`config.mk`:
```
export PLATFORM = sky130hd
export DESIGN_NAME = bats_sequencer
export DESIGN_NICKNAME = d
export VERILOG_FILES = /design/src/include/bats_pkg.sv /design/src/rtl/bats_crc24.sv /design/src/rtl/bats_sequencer.sv
export VERILOG_INCLUDE_DIRS = /design/src /design/src/include
export SDC_FILE = /design/constraint.sdc
export NUM_CORES = 1
export LEC_CHECK = 0
export ABC_AREA = 1
export BUFFER_PORTS_ARGS = -buffer_cell sky130_fd_sc_hd__clkbuf_2
export CAP_MARGIN = 20
export CORE_ASPECT_RATIO = 0.75
export CORE_MARGIN = 2
export CORE_UTILIZATION = 50
export CTS_CLUSTER_DIAMETER = 200
export CTS_CLUSTER_SIZE = 30
export DETAILED_ROUTE_END_ITERATION = 7
export PLACE_DENSITY = 0.87
export SLEW_MARGIN = 20
export SYNTH_ARGS = -nofsm -noshare
export SYNTH_HDL_FRONTEND = slang
export SYNTH_SLANG_ARGS = --single-unit
```
`constraint.sdc`:
```
create_clock -name core_clk -period 2.9 [get_ports core_clk]
set_input_delay 0.435 -clock core_clk [delete_from_list [all_inputs] [get_ports core_clk]]
set_output_delay 0.435 -clock core_clk [all_outputs]
set_load 0.02 [all_outputs]
```
`src/include/bats_cfg.svh`:
```
// Constants of the advertising telegram sequencer
`ifndef BATS_CFG_SVH
`define BATS_CFG_SVH
`define BATS_CLK_MHZ 250
`define BATS_GAP_LONG_MS 20
`define BATS_GAP_SHORT_MS 10
`define BATS_GAP_LONG_CYC (`BATS_GAP_LONG_MS * 1000 * `BATS_CLK_MHZ)
`define BATS_GAP_SHORT_CYC (`BATS_GAP_SHORT_MS * 1000 * `BATS_CLK_MHZ)
`define BATS_PREAMBLE 8'hAA
`define BATS_ACCESS_ADDR 32'h8E89BED6
`define BATS_ADV_TYPE 4'h2
`define BATS_TXADD_RANDOM 1'h1
`define BATS_ADDR_LEN 6'h06
`define BATS_PAYLOAD_MAX 6'h1F
`define BATS_DEV_TYPE 16'h5A3C // Device type code, value arbitrary
`define BATS_CRC_INIT 24'h555555
`define BATS_CRC_POLY 24'h00065B
`define BATS_STD_CHAN_MAX 7'h27
`define BATS_CUSTOM_BASE 7'h28
`define BATS_RPA_TOP 2'h2
`define BATS_LFSR_SEED 22'h2A5C31
`endif

```
`src/include/bats_pkg.sv`:
```
// Types of the advertising telegram sequencer
package bats_pkg;
    typedef enum logic [1:0] {
        BATS_SEQ_DEFAULT,
        BATS_SEQ_THREE,
        BATS_SEQ_TWO,
        BATS_SEQ_ONE
    } bats_seq_e;
    typedef enum logic [2:0] {
        BATS_F_PRE,
        BATS_F_ACC,
        BATS_F_HDR,
        BATS_F_ADR,
        BATS_F_PAY,
        BATS_F_CRC
    } bats_field_e;
    typedef logic [6:0] bats_chan_t;
endpackage

```
`src/rtl/bats_crc24.sv`:
```
// Serial 24-bit frame checksum, one byte per step, LSB first
`timescale 1ns/1ps
`include "bats_cfg.svh"
module bats_crc24 (
    // Clock and reset
    input wire logic core_clk,
    input wire logic rst,
    // Control
    input wire logic init,
    input wire logic dataValid,
    input wire logic [7:0] dataByte,
    // Result
    output logic [23:0] crc
);
    logic [23:0] crc_ff;
    logic [23:0] nxt_crc;

    // Eight serial LFSR steps over one byte
    always_comb begin
        nxt_crc = crc_ff;
        for (int i = 0; i < 8; i++) begin
            if (nxt_crc[23] ^ dataByte[i]) begin
                nxt_crc = {nxt_crc[22:0], 1'b0} ^ `BATS_CRC_POLY;
            end else begin
                nxt_crc = {nxt_crc[22:0], 1'b0};
            end
        end
    end

    // Register holds running checksum
    always_ff @(posedge core_clk) begin
        if (rst || init) begin
            crc_ff <= `BATS_CRC_INIT;
        end else if (dataValid) begin
            crc_ff <= nxt_crc;
        end
    end

    assign crc = crc_ff;
endmodule

```
`src/rtl/bats_sequencer.sv`:
```
// Advertising telegram sequencer: framing, channel plan, intervals
`timescale 1ns/1ps
`include "bats_cfg.svh"
module bats_sequencer
    import bats_pkg::*;
#(
    parameter int GAP_LONG_CYC = `BATS_GAP_LONG_CYC,
    parameter int GAP_SHORT_CYC = `BATS_GAP_SHORT_CYC,
    parameter int PAY_MAX = 31
) (
    // Clock and reset
    input wire logic core_clk,
    input wire logic rst,
    // Configuration
    input wire logic [1:0] sequenceSettingA,
    input wire logic shortInterval,
    input wire logic addrPrivacy,
    input wire bats_chan_t firstChannelSelect,
    input wire bats_chan_t secondChannelSelect,
    input wire bats_chan_t thirdChannelSelect,
    input wire logic [31:0] devAddrWrData,
    input wire logic devAddrWrEn,
    output logic [47:0] staticAddr,
    // Private address hash supplied from outside
    input wire logic [23:0] rpaHash,
    // Telegram request
    input wire logic telegramStart,
    input wire logic [5:0] payloadLen,
    input wire logic [8*PAY_MAX-1:0] payloadData,
    output logic busy,
    // Radio byte stream
    output logic txActive,
    output bats_chan_t txChannel,
    output logic [6:0] whitenInit,
    output logic txByteValid,
    output logic [7:0] txByte,
    input wire logic txByteReady,
    output logic txFrameEnd
);
    // Refuse parameter values the frame walker cannot serve
    if (PAY_MAX != 31 || GAP_SHORT_CYC < 1 || GAP_LONG_CYC < 1) begin
        $error("bats_sequencer: unsupported parameters");
    end

    logic [31:0] devLow_ff;
    logic [21:0] lfsr_ff;
    logic [47:0] srcAddr_ff;
    logic [5:0] payLen_ff;
    logic [8*PAY_MAX-1:0] payData_ff;
    logic busy_ff;
    logic sending_ff;
    logic [2:0] event_ff;
    logic [1:0] slot_ff;
    logic [31:0] gap_ff;
    bats_field_e field_ff;
    logic [5:0] idx_ff;
    bats_seq_e plan;
    logic [2:0] events;
    logic [1:0] slots;
    logic [15:0] header;
    logic [7:0] curByte;
    logic fieldLast;
    logic byteGo;
    logic frameDone;
    logic lastSlot;
    logic lastEvent;
    logic [23:0] crcVal;
    logic crcInit;
    logic crcFeed;
    bats_chan_t chanSel;

    // Per-device address part, rewritable over configuration port
    always_ff @(posedge core_clk) begin
        if (rst) begin
            devLow_ff <= 32'h00000000;
        end else if (devAddrWrEn) begin
            devLow_ff <= devAddrWrData;
        end
    end
    assign staticAddr = {`BATS_DEV_TYPE, devLow_ff};

    // Random part of private address, stepped per telegram
    always_ff @(posedge core_clk) begin
        if (rst) begin
            lfsr_ff <= `BATS_LFSR_SEED;
        end else if (telegramStart && !busy_ff) begin
            lfsr_ff <= {lfsr_ff[20:0], lfsr_ff[21] ^ lfsr_ff[20]};
        end
    end

    // Latch address and payload once per telegram
    always_ff @(posedge core_clk) begin
        if (rst) begin
            srcAddr_ff <= 48'h000000000000;
            payLen_ff <= 6'h00;
            payData_ff <= '0;
        end else if (telegramStart && !busy_ff) begin
            if (addrPrivacy) begin
                srcAddr_ff <= {`BATS_RPA_TOP, lfsr_ff, rpaHash};
            end else begin
                srcAddr_ff <= staticAddr;
            end
            payLen_ff <= (payloadLen > `BATS_PAYLOAD_MAX) ?
                `BATS_PAYLOAD_MAX : payloadLen;
            payData_ff <= payloadData;
        end
    end

    // Plan from sequence_setting_a setting
    always_comb begin
        plan = bats_seq_e'(sequenceSettingA);
        unique case (plan)
            BATS_SEQ_DEFAULT: begin
                events = 3'd3;
                slots = 2'd2;
            end
            BATS_SEQ_THREE: begin
                events = 3'd3;
                slots = 2'd2;
            end
            BATS_SEQ_TWO: begin
                events = 3'd4;
                slots = 2'd1;
            end
            BATS_SEQ_ONE: begin
                events = 3'd6;
                slots = 2'd0;
            end
        endcase
    end

    // Channel of current slot; default plan uses advertising channels
    always_comb begin
        if (plan == BATS_SEQ_DEFAULT) begin
            chanSel = 7'(37 + slot_ff);
        end else begin
            unique case (slot_ff)
                2'd0: chanSel = firstChannelSelect;
                2'd1: chanSel = secondChannelSelect;
                default: chanSel = thirdChannelSelect;
            endcase
        end
    end
    assign txChannel = chanSel;
    // Whitening seed: channel index or MHz offset for custom channels
    always_comb begin
        if (chanSel <= `BATS_STD_CHAN_MAX) begin
            whitenInit = chanSel;
        end else begin
            whitenInit = 7'((chanSel - `BATS_CUSTOM_BASE) * 2 + 3);
        end
    end

    // Header bits from top: 00, length, rx 0, tx random, 00, type
    assign header = {2'b00, 6'(`BATS_ADDR_LEN + payLen_ff), 1'b0,
        `BATS_TXADD_RANDOM, 2'b00, `BATS_ADV_TYPE};

    // Current frame byte, LSB byte first within each field
    always_comb begin
        curByte = 8'h00;
        fieldLast = 1'b0;
        unique case (field_ff)
            BATS_F_PRE: begin
                curByte = `BATS_PREAMBLE;
                fieldLast = 1'b1;
            end
            BATS_F_ACC: begin
                curByte = 8'(`BATS_ACCESS_ADDR >> (8 * idx_ff));
                fieldLast = (idx_ff == 6'd3);
            end
            BATS_F_HDR: begin
                curByte = 8'(header >> (8 * idx_ff));
                fieldLast = (idx_ff == 6'd1);
            end
            BATS_F_ADR: begin
                curByte = 8'(srcAddr_ff >> (8 * idx_ff));
                fieldLast = (idx_ff == 6'd5);
            end
            BATS_F_PAY: begin
                curByte = 8'(payData_ff >> (8 * idx_ff));
                fieldLast = (idx_ff == payLen_ff - 6'd1);
            end
            BATS_F_CRC: begin
                curByte = 8'(crcVal >> (8 * idx_ff));
                fieldLast = (idx_ff == 6'd2);
            end
        endcase
    end

    assign byteGo = sending_ff && txByteReady;
    assign frameDone = byteGo && field_ff == BATS_F_CRC && fieldLast;
    assign lastSlot = (slot_ff == slots);
    assign lastEvent = (event_ff == events - 3'd1);

    // Field walker through one frame
    always_ff @(posedge core_clk) begin
        if (rst) begin
            field_ff <= BATS_F_PRE;
            idx_ff <= 6'h00;
        end else if (byteGo) begin
            if (!fieldLast) begin
                idx_ff <= idx_ff + 6'd1;
            end else begin
                idx_ff <= 6'h00;
                unique case (field_ff)
                    BATS_F_PRE: field_ff <= BATS_F_ACC;
                    BATS_F_ACC: field_ff <= BATS_F_HDR;
                    BATS_F_HDR: field_ff <= BATS_F_ADR;
                    BATS_F_ADR: field_ff <= (payLen_ff == 6'h00) ?
                        BATS_F_CRC : BATS_F_PAY;
                    BATS_F_PAY: field_ff <= BATS_F_CRC;
                    BATS_F_CRC: field_ff <= BATS_F_PRE;
                endcase
            end
        end
    end

    // Slot, event and interval sequencing
    always_ff @(posedge core_clk) begin
        if (rst) begin
            busy_ff <= 1'b0;
            sending_ff <= 1'b0;
            slot_ff <= 2'd0;
            event_ff <= 3'd0;
            gap_ff <= 32'd0;
        end else if (!busy_ff) begin
            if (telegramStart) begin
                busy_ff <= 1'b1;
                sending_ff <= 1'b1;
                slot_ff <= 2'd0;
                event_ff <= 3'd0;
            end
        end else if (sending_ff) begin
            if (frameDone) begin
                if (!lastSlot) begin
                    slot_ff <= slot_ff + 2'd1;
                end else if (lastEvent) begin
                    sending_ff <= 1'b0;
                    busy_ff <= 1'b0;
                end else begin
                    sending_ff <= 1'b0;
                    gap_ff <= shortInterval ? GAP_SHORT_CYC - 1 :
                        GAP_LONG_CYC - 1;
                end
            end
        end else if (gap_ff != 32'd0) begin
            gap_ff <= gap_ff - 32'd1;
        end else begin
            sending_ff <= 1'b1;
            slot_ff <= 2'd0;
            event_ff <= event_ff + 3'd1;
        end
    end

    // Checksum over header, address and payload
    assign crcInit = byteGo && field_ff == BATS_F_ACC;
    assign crcFeed = byteGo && (field_ff == BATS_F_HDR ||
        field_ff == BATS_F_ADR || field_ff == BATS_F_PAY);

    bats_crc24 u_crc (
        .core_clk(core_clk),
        .rst(rst),
        .init(crcInit),
        .dataValid(crcFeed),
        .dataByte(curByte),
        .crc(crcVal)
    );

    assign busy = busy_ff;
    assign txActive = sending_ff;
    assign txByteValid = sending_ff;
    assign txByte = curByte;
    assign txFrameEnd = frameDone;
endmodule

```
# == Word-level counts from Yosys, hierarchy flattened ==
# Cells that the tools add are included.
# word_totals
regBits,428
inputBits,340
output_inout_bits,74
elab_cells,141
# op_classes
add_sub_neg,10
order_cmp,2
n_eq_ne,24
shifts,5
mux,48
bitwise,17
n_reduce_logical,22
# ops
operator,count
$shr 248x9->8,1
$mux 32,5
$mux 11,8
$not 7->7,8
$mux 48,1
$pmux 8 s6,1
$shr 48x9->8,1
$reduce_bool 32->1,1
$shr 32x9->8 const A,1
$sub 32x1->32 const B,1
$shr 24x9->8,1
$mux 23,1
$pmux 3 s6,1
$mux 7,2
$pmux 7 s2,1
$shr 14x9->8,1
$mux 1,13
$eq 6x2->1 const B,2
$mux 2,6
$mux 3,4
$mux 6,2
$ne 3x3->1 const B,3
$pmux 3 s3,1
$xor 1x1->1,9
37 further kinds,53

# == Logic depth before layout (Yosys ltp) ==
# logic_depth
ltp_word,19
depth_mapped,27
depth_no_buf,24

# == Hierarchy ==
# Synthesis repeated with hierarchy kept, for this count alone.
# hier_totals
hier_cells,3054
area_unflattened_um2,20583.5
# modules_own_cells
mod,instances,cells_per_inst,area_each_um2,seq_area_each_um2
bats_sequencer,1,2814,19053.3,8087.8
bats_crc24,1,240,1530.2,480.5

# == Worst setup path before layout ==
# OpenSTA, ideal clock, no wires.
# synth_timing
path_type,register -> output
start,reg slot_ff[0]
end,out whitenInit[4]
t_arrival_ns,2.977
required_ns,2.465
slack_ns,-0.512
stages_incl_launch_ff,14
n_path_buf,1
path_cell_list,dfxtp_1 inv_1 ha_1 clkbuf_1 nor2_1 o21ai_0 o22ai_1 inv_1 ha_1 nand3_1 o21ai_0 nand2_1 inv_1 o21ai_0
# synth_between
elab_chain_cells,6
elab_cells_between_ends,9
classes_between,3 x add/sub; 1 x order compare; 1 x eq/ne; 3 x mux; 1 x reduce/logical
# synth_lines
element,line_no,text
"start, declared",bats_sequencer.sv:53,logic [1:0] slot_ff;
"start signal, assigned",bats_sequencer.sv:236,slot_ff <= slot_ff + 2'd1;
"parallel branches: the longest is 2 deep, another holds $add 6x2->7",n/a,
$mux 7 *,bats_sequencer.sv:134,if (plan == BATS_SEQ_DEFAULT) begin
via txChannel[3],bats_sequencer.sv:33,"output bats_chan_t txChannel,"
$sub 6x6->6 (no source line),n/a,
$add 7x3->7,bats_sequencer.sv:150,whitenInit = 7'((chanSel - `BATS_CUSTOM_BASE) * 2 + 3);
$mux 7 *,bats_sequencer.sv:147,if (chanSel <= `BATS_STD_CHAN_MAX) begin
"end, declared",bats_sequencer.sv:34,"output logic [6:0] whitenInit,"
# Mark *: on every way through the listed nets, which the timed path passes.

# == Worst setup path in the final report ==
# layout_timing
start,reg field_ff[1]
end,out txByte[5]
# layout_between
elab_chain_cells,2
elab_cells_between_ends,7
classes_between,5 x eq/ne; 1 x mux; 1 x reduce/logical
# layout_lines
element,line_no,text
"start, declared",bats_sequencer.sv:55,bats_field_e field_ff;
"start signal, assigned",bats_sequencer.sv:209,BATS_F_ADR: field_ff <= (payLen_ff == 6'h00) ?
"$eq 3x3->1, or another cell as far along",bats_sequencer.sv:162,unique case (field_ff)
$pmux 8 s6 *,bats_sequencer.sv:162,
"end, declared",bats_sequencer.sv:36,"output logic [7:0] txByte,"
# Every way passes the cells marked *; elsewhere a longest branch is shown, timed or not.

==> summary.md <==
| Metric | Value |
|---|---|
| Post-synthesis compound-gate area fraction | `0.191` |
| Drt via density | `5.68` |
| Placer congestion estimate | `0.973` |
| Maxcap violations | `0` |
| Class of the most critical hold timing path | `primary input to flip-flop` |
| Crit path kind | `flip-flop to primary output` |
| WP data arrival | `2940 ps` |
| Xor and xnor area share after synthesis | `0.0181` |
| CTS Root Buffer Type | `clkbuf_16` |
| H-tree lvl count | `1` |
| Global-route track usage on met2 | `0.489` |
| Part of the Yosys area used for sequential elements | `0.422` |
| Combined area of the multi-input logic cells | `10,700 µm²` |
| Leading cell types by total area after synthesis | `dfxtp_1 (42%), nand2_1 (15%), o21ai_0 (6.6%)` |
| Share of async-settable or async-resettable flops after synthesis | `0` |
| Die width | `237 µm` |
| Proportion of layout cells with a drive suffix above 1 | `0.254` |
| Final Non-Filler Cells | `3,858` |
| GR peak layer | `met2` |
| Number of max-slew violations in the final report | `0` |
| Detailed-route wire length | `71,200 µm` |
| First element of the critical path | `field_ff[1]` |
| Simple-gate portion of the synthesized area | `0.260` |
| Area fraction of the dominant cell type after synthesis | `0.422` |
| Router iterations before antenna repair | `8` |
| Cell count after synthesis | `2,894` |
| Floorplan Core Area | `39,800 µm²` |
| Nets | `3,685` |
| Min Hold Slack | `54.6 ps` |
| Run status | `finished with violations` |
| Pwr per Cell Area | `534 nW/µm²` |
| Multiplexer area fraction after synthesis | `0` |
| Post-layout total power | `13.8 mW` |
| Commonest cells post-synth | `nand2_1 (820), dfxtp_1 (428), inv_1 (295)` |
| Placed Cells incl. Taps | `3,744` |
| Number of vias after detailed routing | `21.9k` |
| Filler Cells Inserted | `3,373` |
| Ratio of final minimum period to clock period | `1.16` |
| I/O pin cnt | `414` |
| Global-route wire length before repair | `105,000 µm` |
| Clock sinks | `428` |
| Initial Utilization | `0.510` |
| DR DRC count | `0` |
| Count of port buffers added during placement | `397` |
| Most frequent cell after synthesis | `nand2_1` |
| Transition at the pin with the smallest max-transition slack | `799 ps` |
| Number of hold violations in the final report | `0` |
| Overall global routing resource usage | `0.310` |
| Post-synth top area cell | `dfxtp_1` |
| Total half-perimeter wirelength after legalization and detailed placement | `48,700 µm` |
| Maximum number of pins on one net before global-route repair | `170` |
| Failing checks | `negative setup slack` |
| Total gr overflow | `0` |
| Clock skew after layout | `31.3 ps` |
| RSZ-0062 raised after global routing | `true` |
| Clock-pin slew on the worst setup and hold paths | `130 ps` |
| Starting DRC count in detailed routing | `2,521` |
| Met3 routing resource usage after global routing | `0.0600` |
| Syn-to-layout area delta | `27.5%` |
| Ys flop type | `dfxtp_1` |
| Antenna-violating nets left | `0` |
| Wire length per cell after detailed routing | `18.5 µm` |
| Die height | `178 µm` |
| Final-layout setup total negative slack | `-5580 ps` |
| Critical Path Fanout Max | `5` |
| FF+latch area | `8590 µm²` |
| Adder-Cell Fraction of Synth Area | `0.00802` |
| Startpoint of the lowest-slack register-to-register path | `field_ff[1]` |
| Clk_lat worst skew | `570 ps` |
| Combinational family with the most area after synthesis | `simple AND/OR/NAND/NOR gates` |
| Floorplan die area | `42,200 µm²` |
| Summed instance area of the synthesized netlist | `20,300 µm²` |
| Number of synthesized flops with an enable pin | `0` |
| R2r setup slk | `-230 ps` |
| CP startpoint kind | `flip-flop` |
| Count of hold-fix buffers inserted at cts | `0` |
| Bufs on Longest Clock Path | `3` |
| Yosys synthesis warning count | `0` |
| Standby leakage power | `11.8 nW` |
| Min cycle time layout | `3370 ps` |
| Number of storage elements in the synthesis netlist | `428` |
| Via count of the first global-routing pass | `19.8k` |
| Max_slew headroom | `0.467` |
| Hold path startpoint | `payloadData[20]` |
| Number of antenna violations at the first check in global routing | `5` |
| TritonCTS clock tree | `built` |
| Peak clock frequency supported by timing | `297 MHz` |
| Count of endpoints failing setup in the final report | `25` |
| Final Worst Setup Slack | `-472 ps` |
| Per-instance average area after synthesis | `7.01 µm²` |
| Crit path required time | `2470 ps` |
| Critical Path Sink Type | `primary output` |
| Clock buffers created by TritonCTS | `18` |
| Maximum vdd drop | `0.000423 V` |
| Met1 usage in global routing | `0.424` |
| Number of distinct library cells after synthesis | `45` |
| Num rows | `63` |
| Fin util | `0.650` |
critical path: stages (launching register included):
cell	delay [ps]
dfxtp_4	410
buf_12	150
clkinv_8	60
buf_8	120
nor2_4	100
nand2_4	100
o22ai_1	440
nor2_1	100
nand2_1	170
nand3_1	130
nand2_1	150
nand2_2	70
nand2_2	80
nand2_4	70
nand2_4	80
buf_8	110
flip-flops by register name, summed over array words and instances, names as in the netlist:
name and count:
busy 1, devLow_ff 32, event_ff 3, field_ff 3
gap_ff 32, idx_ff 6, lfsr_ff 22, payData_ff 248
payLen_ff 6, slot_ff 2, srcAddr_ff 48, txActive 1
u_crc.crc 24
final timing paths:
kind | endpoint | cells past startpoint
min reg2reg | payData_ff[79] | 2
max | txByte[5] | 15
min | payData_ff[20] | 3
max reg2reg | u_crc.crc[5] | 22
per-stage QoR:
stage	setup WS, ps	instance area (µm²)
3_3_place_gp	-109	23300
6_report	-472	25900
5_1_grt	-494	25900
4_1_cts	-274	25100
3_5_place_dp	-88.0	23300
2_1_floorplan	-29.3	20400
kinds of logic after synthesis:
| kind of cell | Yosys count |
|---|---|
| other | 2 |
| and+or+nand+nor | 1274 |
| adders and majority gates | 13 |
| DFF | 428 |
| buffers and inverters | 494 |
| xor gates and xnor gates | 42 |
| AOI/OAI and AO/OA | 641 |
cell usage in the layout (no fill, tap or decap), types with 8 or more instances in the layout:
| cell | count |
|---|---|
| conb_1 | 16 |
| buf_8 | 17 |
| a22o_1 | 136 |
| nor2_4 | 18 |
| o21ai_1 | 13 |
| nand3_2 | 15 |
| nor2_2 | 8 |
| buf_4 | 122 |
| o21ai_0 | 245 |
| xnor2_1 | 8 |
| nand3_1 | 170 |
| o22ai_1 | 16 |
| o21ai_2 | 12 |
| buf_6 | 39 |
| a21oi_2 | 16 |
| buf_12 | 25 |
| nand4_1 | 48 |
| clkbuf_2 | 381 |
| dfxtp_1 | 419 |
| inv_4 | 8 |
| nor2_1 | 162 |
| o211ai_1 | 25 |
| inv_1 | 272 |
| nand2_2 | 57 |
| nand2_4 | 33 |
| o2111ai_1 | 8 |
| inv_2 | 17 |
| a21oi_1 | 147 |
| nand2_1 | 737 |
| xor2_1 | 30 |
| clkbuf_16 | 21 |
timing repair:
action | CTS | global route
endpoints found under the setup margin | 24 | 54
gates cloned | 5 | 2
gates resized for setup | 200 | 178
pin swaps | 69 | 83
buffers inserted | 65 | 26
layout make-up:
cell class                 count  share of cell area
tap                          520              0.0251
clock buffer                  20              0.0185
timing repair buffer         593               0.162
inverter                     305              0.0463
sequential                   428               0.332
multi-input combinational   1986               0.414
antenna                        5            0.000483
clock inverter                 1             0.00116
report_power, final:
group	internal [mW]	switching [mW]	leakage, nW
sequential	6.27	0.261	3.52
clock	1.21	1.92	0.247
combinational	1.67	2.49	8.03
routing by layer:
layer,routed length (µm),part of all wire
met1,29000,0.41
met2,32100,0.45
met3,7280,0.10
met4,2880,0.040
met5,8,0.00011
(Power assumes the default switching activity.)
